--- config.mk ---
export PLATFORM = sky130hd
export DESIGN_NAME = pio_top
export DESIGN_NICKNAME = d
export VERILOG_FILES = /design/src/shared/pio_pkg.sv /design/src/logic/pio_edge_det.sv /design/src/logic/pio_top.sv
export SDC_FILE = /design/constraint.sdc
export NUM_CORES = 1
export LEC_CHECK = 0
export ABC_AREA = 0
export BUFFER_PORTS_ARGS = -buffer_cell sky130_fd_sc_hd__buf_4
export CAP_MARGIN = 20
export CORE_MARGIN = 2
export CORE_UTILIZATION = 35
export CTS_CLUSTER_SIZE = 20
export DETAILED_ROUTE_END_ITERATION = 12
export GPL_TIMING_DRIVEN = 0
export PLACE_DENSITY = 0.62
export SYNTH_ARGS = -nofsm -noshare
export SYNTH_HDL_FRONTEND = slang
export SYNTH_SLANG_ARGS = --single-unit
export TNS_END_PERCENT = 5
--- constraint.sdc ---
create_clock -name clk_sys -period 2.3 [get_ports clk_sys]
set_input_delay 0.46 -clock clk_sys [delete_from_list [all_inputs] [get_ports clk_sys]]
set_output_delay 0.46 -clock clk_sys [all_outputs]
set_load 0.005 [all_outputs]
--- src/shared/pio_pkg.sv ---
// Shared constants, register indices and carrier types of the parallel I/O block
package pio_pkg;
	// Data width of every port and register
	localparam int DATA_W = 8;
	// Width of the register index on the access port
	localparam int IDX_W = 4;

	// Register indices on the access port
	localparam logic [IDX_W-1:0] IDX_PORT_A = 4'h0;
	localparam logic [IDX_W-1:0] IDX_CTRL = 4'h2;
	localparam logic [IDX_W-1:0] IDX_PORT_C = 4'h3;
	localparam logic [IDX_W-1:0] IDX_PORT_B = 4'h4;
	localparam logic [IDX_W-1:0] IDX_LATCHED_C = 4'h5;
	localparam logic [IDX_W-1:0] IDX_DIR_C = 4'h7;
	localparam logic [IDX_W-1:0] IDX_PORT_D = 4'h8;
	localparam logic [IDX_W-1:0] IDX_DIR_D = 4'h9;
	localparam logic [IDX_W-1:0] IDX_PORT_E = 4'hA;

	// Reset values
	localparam logic [DATA_W-1:0] CTRL_RESET = 8'h03;
	localparam logic [DATA_W-1:0] DIR_RESET = 8'h00;
	localparam logic [DATA_W-1:0] LATCH_RESET = 8'h00;
	localparam logic [DATA_W-1:0] READ_ZERO = 8'h00;

	// Port A line groups
	localparam logic [DATA_W-1:0] PA_IN_MASK = 8'h07;
	localparam logic [DATA_W-1:0] PA_OUT_MASK = 8'h78;
	localparam logic [DATA_W-1:0] PA_BIDIR_MASK = 8'h80;
	localparam int PA_BIDIR_BIT = 7;

	// Strobe pulse length: two E clock periods, E clock equal to the system clock
	localparam int STROBE_E_PERIODS = 2;
	localparam int SYS_PER_E = 1;
	localparam int STROBE_CYCLES = STROBE_E_PERIODS * SYS_PER_E;
	localparam int CNT_W = 4;

	// Control register layout, top bit is the read-only capture flag
	typedef struct packed {
		logic strobe_capture_flag;
		logic capture_irq_enable;
		logic open_drain_c;
		logic handshake_select_bit;
		logic output_handshake;
		logic pulse_mode;
		logic edge_polarity_select;
		logic strobe_polarity_bit;
	} pio_ctl_t;

	// One register access request
	typedef struct packed {
		logic wr;
		logic rd;
		logic [IDX_W-1:0] idx;
		logic [DATA_W-1:0] wdata;
	} pio_acc_t;

	// Pin drive of a two-way port, enable low while driving
	typedef struct packed {
		logic [DATA_W-1:0] out;
		logic [DATA_W-1:0] oe_n;
	} pio_bidir_t;
endpackage

--- src/logic/pio_edge_det.sv ---
// Edge input synchroniser and selectable edge detector
`timescale 1ns/10ps
module pio_edge_det (
	// Clock and reset
	input wire logic clk_sys,
	input wire logic rst_n,
	// Edge input and polarity, 1 selects rising
	input wire logic edge_latch_input,
	input wire logic edge_polarity_select,
	// One-cycle pulse per significant edge
	output logic edge_pulse
);
	logic sync1_reg; // First stage, read only by the second
	logic sync2_reg; // Second stage, safe to use
	logic prev_reg; // Delayed copy for edge detection
	logic pulse_reg; // Registered edge pulse
	logic pulse_next;
	logic fill1_reg; // Set one edge after reset
	logic fill2_reg; // Set two edges after reset
	logic hist_ok_reg; // History now holds a real pin sample

	// Pick the edge that matters, once the history is filled from the pin,
	// so a pin idling high cannot fake an edge right after reset
	always_comb begin
		if (edge_polarity_select) begin
			pulse_next = sync2_reg & ~prev_reg & hist_ok_reg;
		end else begin
			pulse_next = ~sync2_reg & prev_reg & hist_ok_reg;
		end
	end

	// Two-stage synchroniser, history and pulse register
	always_ff @(posedge clk_sys or negedge rst_n) begin
		if (!rst_n) begin
			sync1_reg <= 1'b0;
			sync2_reg <= 1'b0;
			prev_reg <= 1'b0;
			pulse_reg <= 1'b0;
			fill1_reg <= 1'b0;
			fill2_reg <= 1'b0;
			hist_ok_reg <= 1'b0;
		end else begin
			fill1_reg <= 1'b1;
			fill2_reg <= fill1_reg;
			hist_ok_reg <= fill2_reg;
			sync1_reg <= edge_latch_input;
			sync2_reg <= sync1_reg;
			prev_reg <= sync2_reg;
			pulse_reg <= pulse_next;
		end
	end

	assign edge_pulse = pulse_reg;
endmodule

--- src/logic/pio_top.sv ---
// Parallel I/O ports with simple strobed input and output
// Contract
// - Per-line direction bit selects input or output
// - Output line reads return driver input value
// - Input lines leave pin undriven
// - Writes to inputs held, driven once output
// - Reset clears all direction bits
// - Port A lines 0-2 input, writes ignored
// - Port A 3-6 output, reads return latch
// - Port A line 7 direction from bit
// - Port B output only, reads return latch
// - Port E eight inputs, writes ignored
// - Strobe pins used only in single-chip mode
// - Handshake bit clear selects simple strobed mode
// - Strobe output polarity set by invert bit
// - Port C readable live and latched
// - Edge select chooses rising or falling edge
// - Edge captures port C and sets flag
// - Flag with enable requests interrupt
// - Flag clears after control read then capture read
// - Edge updates capture even with flag set
// - Port B write gives two-cycle strobe pulse
// - Control register writable except read-only flag
`timescale 1ns/10ps
module pio_top #(
	parameter int STROBE_CYCLES = pio_pkg::STROBE_CYCLES
) (
	// Clock and reset
	input wire logic clk_sys,
	input wire logic rst_n,
	// Operating mode and port A line 7 direction
	input wire logic single_chip_mode,
	input wire logic port_a7_direction,
	// Register access request and read answer
	input wire pio_pkg::pio_acc_t acc_req,
	output logic [pio_pkg::DATA_W-1:0] acc_rdata,
	// Port A pins
	input wire logic [pio_pkg::DATA_W-1:0] port_a_in,
	output logic [pio_pkg::DATA_W-1:0] port_a_out,
	output logic port_a7_oe_n,
	// Port B pins
	output logic [pio_pkg::DATA_W-1:0] port_b_out,
	// Port C pins
	input wire logic [pio_pkg::DATA_W-1:0] port_c_in,
	output pio_pkg::pio_bidir_t port_c_pins,
	// Port D pins
	input wire logic [pio_pkg::DATA_W-1:0] port_d_in,
	output pio_pkg::pio_bidir_t port_d_pins,
	// Port E pins
	input wire logic [pio_pkg::DATA_W-1:0] port_e_in,
	// Strobe pins and interrupt request
	input wire logic edge_latch_input,
	output logic strobe_output_line,
	output logic capture_irq
);
	// Parameter check
	if (STROBE_CYCLES < 1 || STROBE_CYCLES >= (1 << pio_pkg::CNT_W)) begin : g_bad_strobe
		$error("STROBE_CYCLES out of range");
	end

	// Control register is read back whole, so its layout must match the port width
	if ($bits(pio_pkg::pio_ctl_t) != pio_pkg::DATA_W) begin : g_bad_ctl
		$error("Control layout does not match the data width");
	end

	// Counter reload value, cut to counter width
	localparam logic [pio_pkg::CNT_W-1:0] STROBE_LOAD = pio_pkg::CNT_W'(STROBE_CYCLES);
	localparam logic [pio_pkg::CNT_W-1:0] CNT_ZERO = 4'h0;
	localparam logic [pio_pkg::CNT_W-1:0] CNT_ONE = 4'h1;

	// Port data latches
	logic [pio_pkg::DATA_W-1:0] pa_latch_reg, pa_latch_next;
	logic [pio_pkg::DATA_W-1:0] pb_latch_reg, pb_latch_next;
	logic [pio_pkg::DATA_W-1:0] pc_latch_reg, pc_latch_next;
	logic [pio_pkg::DATA_W-1:0] pd_latch_reg, pd_latch_next;
	// Direction registers of the two-way ports
	logic [pio_pkg::DATA_W-1:0] dir_c_reg, dir_c_next;
	logic [pio_pkg::DATA_W-1:0] dir_d_reg, dir_d_next;
	// Control register and captured port C value
	pio_pkg::pio_ctl_t ctl_reg, ctl_next;
	logic [pio_pkg::DATA_W-1:0] capture_reg, capture_next;
	// Control read seen while the flag was set
	logic clear_armed_reg, clear_armed_next;
	// Strobe pulse counter
	logic [pio_pkg::CNT_W-1:0] strobe_cnt_reg, strobe_cnt_next;
	// Registered outputs
	logic [pio_pkg::DATA_W-1:0] rdata_reg, rdata_next;
	logic [pio_pkg::DATA_W-1:0] pa_out_reg, pa_out_next;
	logic pa7_oe_n_reg, pa7_oe_n_next;
	pio_pkg::pio_bidir_t pc_pins_reg, pc_pins_next;
	pio_pkg::pio_bidir_t pd_pins_reg, pd_pins_next;
	logic strobe_reg, strobe_next;
	logic irq_reg, irq_next;
	// Decoded conditions
	logic edge_pulse; // Significant edge seen
	logic strobed_mode; // Simple strobed mode active
	logic wr_hit_b; // Write to port B
	logic clear_flag; // Second step of the flag clear sequence
	logic [pio_pkg::DATA_W-1:0] pa_view; // Port A as read
	logic [pio_pkg::DATA_W-1:0] pc_view; // Port C as read
	logic [pio_pkg::DATA_W-1:0] pd_view; // Port D as read

	// Synchronised edge detector on the edge input
	pio_edge_det u_pio_edge_det (
		.clk_sys(clk_sys),
		.rst_n(rst_n),
		.edge_latch_input(edge_latch_input),
		.edge_polarity_select(ctl_reg.edge_polarity_select),
		.edge_pulse(edge_pulse)
	);

	// Mode and access decode
	always_comb begin
		// Strobe functions exist only in single-chip mode with handshake off
		strobed_mode = single_chip_mode & ~ctl_reg.handshake_select_bit;
		wr_hit_b = acc_req.wr && acc_req.idx == pio_pkg::IDX_PORT_B;
		// Capture read completes a sequence that a flagged control read began
		clear_flag = acc_req.rd && acc_req.idx == pio_pkg::IDX_LATCHED_C && clear_armed_reg;
		// Port A: inputs live, outputs from the latch, line 7 per its direction
		pa_view = (port_a_in & pio_pkg::PA_IN_MASK) | (pa_latch_reg & pio_pkg::PA_OUT_MASK);
		// Line 7 reads its latch when driven, its pad when an input
		if (port_a7_direction) begin
			pa_view = pa_view | (pa_latch_reg & pio_pkg::PA_BIDIR_MASK);
		end else begin
			pa_view = pa_view | (port_a_in & pio_pkg::PA_BIDIR_MASK);
		end
		// Two-way ports: output lines read the driver input, inputs the pad
		pc_view = (dir_c_reg & pc_latch_reg) | (~dir_c_reg & port_c_in);
		pd_view = (dir_d_reg & pd_latch_reg) | (~dir_d_reg & port_d_in);
	end

	// Register writes, capture, flag and clear sequence
	always_comb begin
		// Every register holds unless a write or an event moves it
		pa_latch_next = pa_latch_reg;
		pb_latch_next = pb_latch_reg;
		pc_latch_next = pc_latch_reg;
		pd_latch_next = pd_latch_reg;
		dir_c_next = dir_c_reg;
		dir_d_next = dir_d_reg;
		ctl_next = ctl_reg;
		capture_next = capture_reg;
		clear_armed_next = clear_armed_reg;
		if (acc_req.wr) begin
			unique case (acc_req.idx)
				// Only output-capable lines of port A keep written data
				pio_pkg::IDX_PORT_A: begin
					pa_latch_next = acc_req.wdata & (pio_pkg::PA_OUT_MASK | pio_pkg::PA_BIDIR_MASK);
				end
				// Port B is a plain output latch
				pio_pkg::IDX_PORT_B: begin
					pb_latch_next = acc_req.wdata;
				end
				// Either port C address writes the same output latch
				pio_pkg::IDX_PORT_C, pio_pkg::IDX_LATCHED_C: begin
					pc_latch_next = acc_req.wdata;
				end
				// Port D output latch, kept even for input lines
				pio_pkg::IDX_PORT_D: begin
					pd_latch_next = acc_req.wdata;
				end
				// A one makes the port C line an output
				pio_pkg::IDX_DIR_C: begin
					dir_c_next = acc_req.wdata;
				end
				// A one makes the port D line an output
				pio_pkg::IDX_DIR_D: begin
					dir_d_next = acc_req.wdata;
				end
				// Flag bit is not writable
				pio_pkg::IDX_CTRL: begin
					ctl_next = {ctl_reg.strobe_capture_flag, acc_req.wdata[pio_pkg::DATA_W-2:0]};
				end
				// Port E and unused indices take no write
				default: begin
					ctl_next = ctl_reg;
				end
			endcase
		end
		// Control read with the flag set arms the clear
		if (acc_req.rd && acc_req.idx == pio_pkg::IDX_CTRL && ctl_reg.strobe_capture_flag) begin
			clear_armed_next = 1'b1;
		end
		// Capture read after an armed control read ends the sequence
		if (clear_flag) begin
			clear_armed_next = 1'b0;
			ctl_next.strobe_capture_flag = 1'b0;
		end
		// Edge in strobed mode recaptures even with the flag set; set wins over a clear in the same cycle
		if (edge_pulse && strobed_mode) begin
			capture_next = port_c_in;
			ctl_next.strobe_capture_flag = 1'b1;
		end
	end

	// Strobe pulse after each port B write in strobed mode
	always_comb begin
		strobe_cnt_next = strobe_cnt_reg;
		// A port B write in strobed mode restarts the pulse
		if (wr_hit_b && strobed_mode) begin
			strobe_cnt_next = STROBE_LOAD;
		end else if (strobe_cnt_reg != CNT_ZERO) begin
			// Count the active cycles down to idle
			strobe_cnt_next = strobe_cnt_reg - CNT_ONE;
		end
		// Active level is high when the invert bit is set
		if (strobe_cnt_next != CNT_ZERO && single_chip_mode) begin
			strobe_next = ctl_next.strobe_polarity_bit;
		end else begin
			// Idle or expanded mode: inactive level
			strobe_next = ~ctl_next.strobe_polarity_bit;
		end
	end

	// Pin drives, interrupt and read answer
	always_comb begin
		// Port A: lines 3-6 always driven, line 7 when set as output
		pa_out_next = pa_latch_next & (pio_pkg::PA_OUT_MASK | pio_pkg::PA_BIDIR_MASK);
		pa7_oe_n_next = ~port_a7_direction;
		// Port C drives from its latch; open-drain lines release on a one
		pc_pins_next.out = pc_latch_next;
		pc_pins_next.oe_n = ~dir_c_next | ({pio_pkg::DATA_W{ctl_next.open_drain_c}} & pc_latch_next);
		// Port D has no open-drain option
		pd_pins_next.out = pd_latch_next;
		pd_pins_next.oe_n = ~dir_d_next;
		// Interrupt request follows flag and enable
		irq_next = ctl_next.strobe_capture_flag & ctl_next.capture_irq_enable;
		// Read data is held between reads
		rdata_next = rdata_reg;
		// A read picks the register named by the index
		if (acc_req.rd) begin
			unique case (acc_req.idx)
				// Port A mixes pads and latch per line group
				pio_pkg::IDX_PORT_A: begin
					rdata_next = pa_view;
				end
				// Port B reads back its output latch
				pio_pkg::IDX_PORT_B: begin
					rdata_next = pb_latch_reg;
				end
				// Live port C: latch for outputs, pads for inputs
				pio_pkg::IDX_PORT_C: begin
					rdata_next = pc_view;
				end
				// Port C as captured at the last significant edge in strobed mode
				pio_pkg::IDX_LATCHED_C: begin
					rdata_next = capture_reg;
				end
				// Live port D: latch for outputs, pads for inputs
				pio_pkg::IDX_PORT_D: begin
					rdata_next = pd_view;
				end
				// Direction bits read back as written
				pio_pkg::IDX_DIR_C: begin
					rdata_next = dir_c_reg;
				end
				// Direction bits read back as written
				pio_pkg::IDX_DIR_D: begin
					rdata_next = dir_d_reg;
				end
				// Control with the capture flag on top
				pio_pkg::IDX_CTRL: begin
					rdata_next = ctl_reg;
				end
				// Port E is input only
				pio_pkg::IDX_PORT_E: begin
					rdata_next = port_e_in;
				end
				// Unused indices read zero
				default: begin
					rdata_next = pio_pkg::READ_ZERO;
				end
			endcase
		end
	end

	// Latches, directions, control and capture registers
	always_ff @(posedge clk_sys or negedge rst_n) begin
		if (!rst_n) begin
			// Every two-way line starts as an input
			pa_latch_reg <= pio_pkg::LATCH_RESET;
			pb_latch_reg <= pio_pkg::LATCH_RESET;
			pc_latch_reg <= pio_pkg::LATCH_RESET;
			pd_latch_reg <= pio_pkg::LATCH_RESET;
			dir_c_reg <= pio_pkg::DIR_RESET;
			dir_d_reg <= pio_pkg::DIR_RESET;
			ctl_reg <= pio_pkg::CTRL_RESET;
			capture_reg <= pio_pkg::LATCH_RESET;
			clear_armed_reg <= 1'b0;
		end else begin
			pa_latch_reg <= pa_latch_next;
			pb_latch_reg <= pb_latch_next;
			pc_latch_reg <= pc_latch_next;
			pd_latch_reg <= pd_latch_next;
			dir_c_reg <= dir_c_next;
			dir_d_reg <= dir_d_next;
			ctl_reg <= ctl_next;
			capture_reg <= capture_next;
			clear_armed_reg <= clear_armed_next;
		end
	end

	// Strobe counter and strobe level
	always_ff @(posedge clk_sys or negedge rst_n) begin
		if (!rst_n) begin
			// Counter idle, strobe at its inactive level
			strobe_cnt_reg <= CNT_ZERO;
			strobe_reg <= ~pio_pkg::CTRL_RESET[0];
		end else begin
			strobe_cnt_reg <= strobe_cnt_next;
			strobe_reg <= strobe_next;
		end
	end

	// Pin drive, interrupt and read answer registers
	always_ff @(posedge clk_sys or negedge rst_n) begin
		if (!rst_n) begin
			// All two-way pins released, no request, answer zero
			rdata_reg <= pio_pkg::READ_ZERO;
			pa_out_reg <= pio_pkg::LATCH_RESET;
			pa7_oe_n_reg <= 1'b1;
			pc_pins_reg <= {pio_pkg::LATCH_RESET, ~pio_pkg::DIR_RESET};
			pd_pins_reg <= {pio_pkg::LATCH_RESET, ~pio_pkg::DIR_RESET};
			irq_reg <= 1'b0;
		end else begin
			rdata_reg <= rdata_next;
			pa_out_reg <= pa_out_next;
			pa7_oe_n_reg <= pa7_oe_n_next;
			pc_pins_reg <= pc_pins_next;
			pd_pins_reg <= pd_pins_next;
			irq_reg <= irq_next;
		end
	end

	// Outputs straight from flip-flops
	assign acc_rdata = rdata_reg;
	assign port_a_out = pa_out_reg;
	assign port_a7_oe_n = pa7_oe_n_reg;
	assign port_b_out = pb_latch_reg;
	assign port_c_pins = pc_pins_reg;
	assign port_d_pins = pd_pins_reg;
	assign strobe_output_line = strobe_reg;
	assign capture_irq = irq_reg;
endmodule

; ---- Yosys cells after proc, flatten, opt, wreduce, memory -nomap -nowiden
; Cells that the tools add are included.
[totals]
ff_bits = 100
inputBits = 51
output_inout_bits = 59
word_cells = 102
[op_classes]
n_addsub = 1
n_eq_ne = 8
mux = 20
bitwise = 26
reduce_logical = 17
[op_table]
columns = op, count
row1 = two-way mux 8 bit, 9
row2 = one-hot mux 8 bit (9 select lines), 1
row3 = AND 8 bit, 5
row4 = inverter 8 bit, 4
row5 = bitwise OR 8 bit, 3
row6 = bitwise OR 7 x 8 -> 8 bit, 2
row7 = two-way mux 7 bit, 2
row8 = == test 4 x 3 -> 1 bit (second input constant), 3
row9 = == test 4 bit (second input constant), 3
row10 = == test 4 x 2 -> 1 bit (second input constant), 2
row11 = logical AND 1 bit, 8
row12 = two-way mux 4 bit, 2
row13 = AND reduction 2 bit, 4
row14 = nonzero test 4 bit, 2
row15 = bitwise OR 3 x 7 -> 7 bit, 1
row16 = AND 1 bit, 6
row17 = two-way mux 1 bit, 6
row18 = inverter 1 bit, 5
row19 = zero test 4 bit, 1
row20 = subtractor 4 x 1 -> 4 bit (second input constant), 1
row21 = nonzero test 2 bit, 1
row22 = OR reduction 2 bit, 1

; ---- Longest topological paths before layout
[depth]
word_depth = 7
ltp_mapped = 8
depth_no_buf = 7

; ---- Hierarchy
; From an unflattened synthesis, not the netlist that was laid out.
[hier_totals]
hier_cells = 376
area_unflattened_um2 = 4710.8
[by_module_without_submodules]
columns = module, instances, cells_per_inst, area_each_um2, seq_area_each_um2
row1 = pio_top, 1, 365, 4508.1, 2351.0
row2 = pio_edge_det, 1, 11, 202.7, 175.2

; ---- Worst setup path before layout
; OpenSTA, ideal clock, no wires.
[synth_timing]
kind = input to register
from = input port acc_req[9] (netlist bit)
to = register pc_pins_reg, in the netlist port_c_pins[7]
setup_time_ns = 0.076
arrival_time_ns = 1.663
required_time_ns = 2.224
slack_ns = 0.560
stages = 7
path_buffers = 2
cell_sequence = buf_4 -> and4bb_1 -> buf_6 -> o21ai_4 -> mux2_4 -> nand2b_1 -> nand2_1
[synth_rtl]
columns = item, line_no
row1 = "start, declared", pio_top.sv:35  ; input wire pio_pkg::pio_acc_t acc_req,
row2 = "end signal, assigned", pio_top.sv:322  ; pc_pins_reg <= {pio_pkg::LATCH_RESET, ~pio_pkg::DIR_RESET};
row3 = "end signal, assigned", pio_top.sv:329  ; pc_pins_reg <= pc_pins_next;
row4 = "end, declared", pio_top.sv:90  ; pio_pkg::pio_bidir_t pc_pins_reg, pc_pins_next;

==> flow_metrics.py <==
metrics = {
    "worst_setup_path": {
        "worstPathArrival_ps": 2520,
        "critPathKind": "primary input to flop",
        "crit_required_ps": 2570,
        "crit_start": "acc_req[11]",
        "cp_cell_sequence": "buf_4 > buf_2 > nor2_1 > nand3_2 > mux2i_2 > nand2b_1 > nand2_1",
        "slowest_stage": "mux2i_2",
        "crit_fanout": 10,
        "cpPeakStageDelay_ps": 730,
        "path_buf_inv": 2,
        "worstSetupEndpointType": "flop",
        "critPathLaunchType": "primary input",
        "path_delay_family": "simple AND/OR/NAND/NOR gates",
        "worstReg2RegStart": "strobe_cnt_reg[0]$_DFF_PN0_",
    },
    "sta": {
        "fin_crit_sh_pct": 97.8,
        "worstMarginPinSlew_ps": 778,
        "max_freq_mhz": 445,
        "layout_min_cycle_time_ps": 2250,
        "rsz0062_at_grt": "false",
        "setup_viol": 0,
        "relSlewSlack_pct": 47.1,
        "finClkSkew_ps": 4.74,
        "finalWorstSetupSlack_ps": 51.3,
        "hold_viol_final": 0,
        "final_max_slew_viol_count": 0,
    },
    "grt": {
        "grt_antenna_before_repair": 0,
        "grt_pass1_vias": 3624,
        "grt_max_degree": 67,
        "grt.overflow.total": 0,
        "grt_usage_pct": 19.3,
        "grt_pass1_wl_mm": 20.6,
    },
    "routing": {
        "ant_nets": 0,
        "drt_iter0_drc": 240,
        "dr.pass1.iters": 5,
        "vias_per_cell": 5.15,
        "wire_per_inst_um": 19.5,
        "vias": 3496,
        "drc": 0,
        "wl_mm": 13.3,
    },
    "synthesis": {
        "syn_area_per_cell_sq_um": 12.1,
        "ys_seq_area_share_pct": 54.5,
        "synth_cells": 384,
        "yosysTopAreaCell": "dfrtp_1",
        "synthAdderAreaFrac_pct": 0.270,
        "synth-xor-area-share_pct": 0.378,
        "async_reset_ff_share_pct": 100,
        "yosys_warnings": 0,
        "netlist_area_sq_um": 4630,
        "synth_cell_type_count": 56,
        "muxShareOfSynthArea_pct": 19.0,
        "synth_compound_area_share_pct": 10.2,
        "synth_edf_count": 0,
        "synth.top_cells.by_area": "dfrtp_1 (44%), mux2_2 (13%), dfstp_2 (11%)",
        "synth_top_family_by_area": "multiplexers",
        "ys_ff_latch": 100,
        "synth.top_cell.area_share_pct": 43.8,
        "synth_top_flop_cell": "dfrtp_1",
        "yosys.area_share.simple_pct": 11.1,
    },
    "placement": {
        "gp_congestion": 0.857,
        "dp_hpwl_mm": 9.43,
        "pre_cts_ws_ps": -240,
        "placedInstanceArea_sq_um": 5640,
        "portBuffers": 100,
    },
    "cts": {
        "clk_latency_ps": 340,
        "cts_resized": 0,
        "cts-root-buf": "clkbuf_16",
        "clock-sinks": 100,
        "htree_levels": 3,
        "tritoncts": "done",
        "clkTransAtPathRegs_ps": 70,
        "postCtsSetupBuffers": 0,
        "cts_made_buffers": 9,
        "clock_path_buffers": 2,
        "cts_hold_buf": 0,
    },
    "cells_and_area": {
        "regArea_sq_um": 2530,
        "finalNetCount": 550,
        "drive_gt1_share_pct": 43.7,
        "final_cell_area_sq_um": 5960,
        "n_antenna_cell": 0,
        "syn_to_final_growth_pct": 28.7,
        "fillers": 1232,
        "multi_input_area_sq_um": 1920,
    },
    "run_status": {
        "outcome": "completed",
    },
    "floorplan": {
        "die_h_um": 119,
        "core_area_sq_um": 13100,
        "rows": 42,
        "initial_core_util_pct": 35.4,
        "ios": 110,
        "die_area_sq_um": 14200,
        "die_w_um": 119,
    },
    "job": {
        "maxCapViolCount": 0,
    },
    "power_and_ir_drop": {
        "powerDensity_nw_per_um2": 939,
        "ir_worst_vdd_uv": 378,
        "power.total_mw": 5.59,
        "leakagePower_nw": 2.72,
    },
    "min_path": {
        "hp-class": "primary input to async pin",
    },
}
==> metal layers <==
layer	GRT usage (%)	up-vias	part of all wire (%)	wire, um
met5	0	-	0	0
met4	7.07	0	1.9	249
met3	5.27	17	7.5	991
met2	29.9	158	46	6140
met1	25.8	1723	44	5880
li1	-	1598	-	-
==> metrics by stage <==
step | cells | TNS (ps) | utilization [%] | hold slack [ps]
2_1_floorplan | 386 | 0 | - | 164
3_3_place_gp | 662 | -1880 | 42.9 | 332
3_5_place_dp | 663 | -1870 | 43.1 | 335
4_1_cts | 679 | 0 | 45.5 | 74.2
5_1_grt | 679 | 0 | 45.5 | 92.0
6_report | 679 | 0 | 45.5 | 66.6
==> placed cells by master (no fill, tap or decap), types with 10 or more instances in the layout <==
master,n
nand2_1,29
mux2i_1,14
buf_2,12
dfrtp_1,81
mux2_2,53
nand2b_1,13
nor2_1,10
dfstp_2,19
buf_4,105
o22ai_1,11
o21ai_0,11
inv_1,21
==> cells in the mapped netlist, types with 6 or more instances <==
library cell,number
dfrtp_1,81
mux2_2,53
nand2_1,29
inv_1,21
dfstp_2,19
mux2i_1,14
nand2b_1,13
buf_2,12
o21ai_0,11
o22ai_1,11
nor2_1,10
mux2_4,8
nand3_1,8
a211oi_1,7
nor2b_1,6
==> final cells by class <==
cell class	count	area share (%)
plain buffers	21	2.02
clock buffers	12	4.14
clock inverters	4	1.24
inverters	21	1.32
multi-input cells	244	32.1
flip-flops and latches	100	42.4
well taps	176	3.70
repair buffers	101	13.1
==> worst paths after layout <==
path                            slack, ps                                  to  cells after the start
worst max-delay path                   50            port_c_pins[0]$_DFF_PN1_                      7
worst min-delay path                   70  u_pio_edge_det.sync2_reg$_DFF_PN0_                      1
worst max register to register        380        strobe_output_line$_DFF_PN0_                      7
worst min register to register        350  u_pio_edge_det.sync2_reg$_DFF_PN0_                      0
max in group asynchronous            1500            port_d_pins[6]$_DFF_PN1_                      2
min in group clk_sys                  220  u_pio_edge_det.sync1_reg$_DFF_PN0_                      1
==> where the power goes <==
part | switching, mW | internal [mW]
Clock | 0.651 | 0.985
Combinational | 0.614 | 0.792
Sequential | 0.309 | 2.24
Total | 1.57 | 4.02
==> cell families (layout without fill, tap and decap cells) <==
group           count (synthesis)  count (layout)
flops                         100             100
simple gates                   93              93
mux                            77              77
compound gates                 67              67
buf+inv                        42             159
other cells                     2               4
xor+xnor                        2               2
fa+ha+maj                       1               1
No activity file was read; power rests on OpenSTA's default activity.
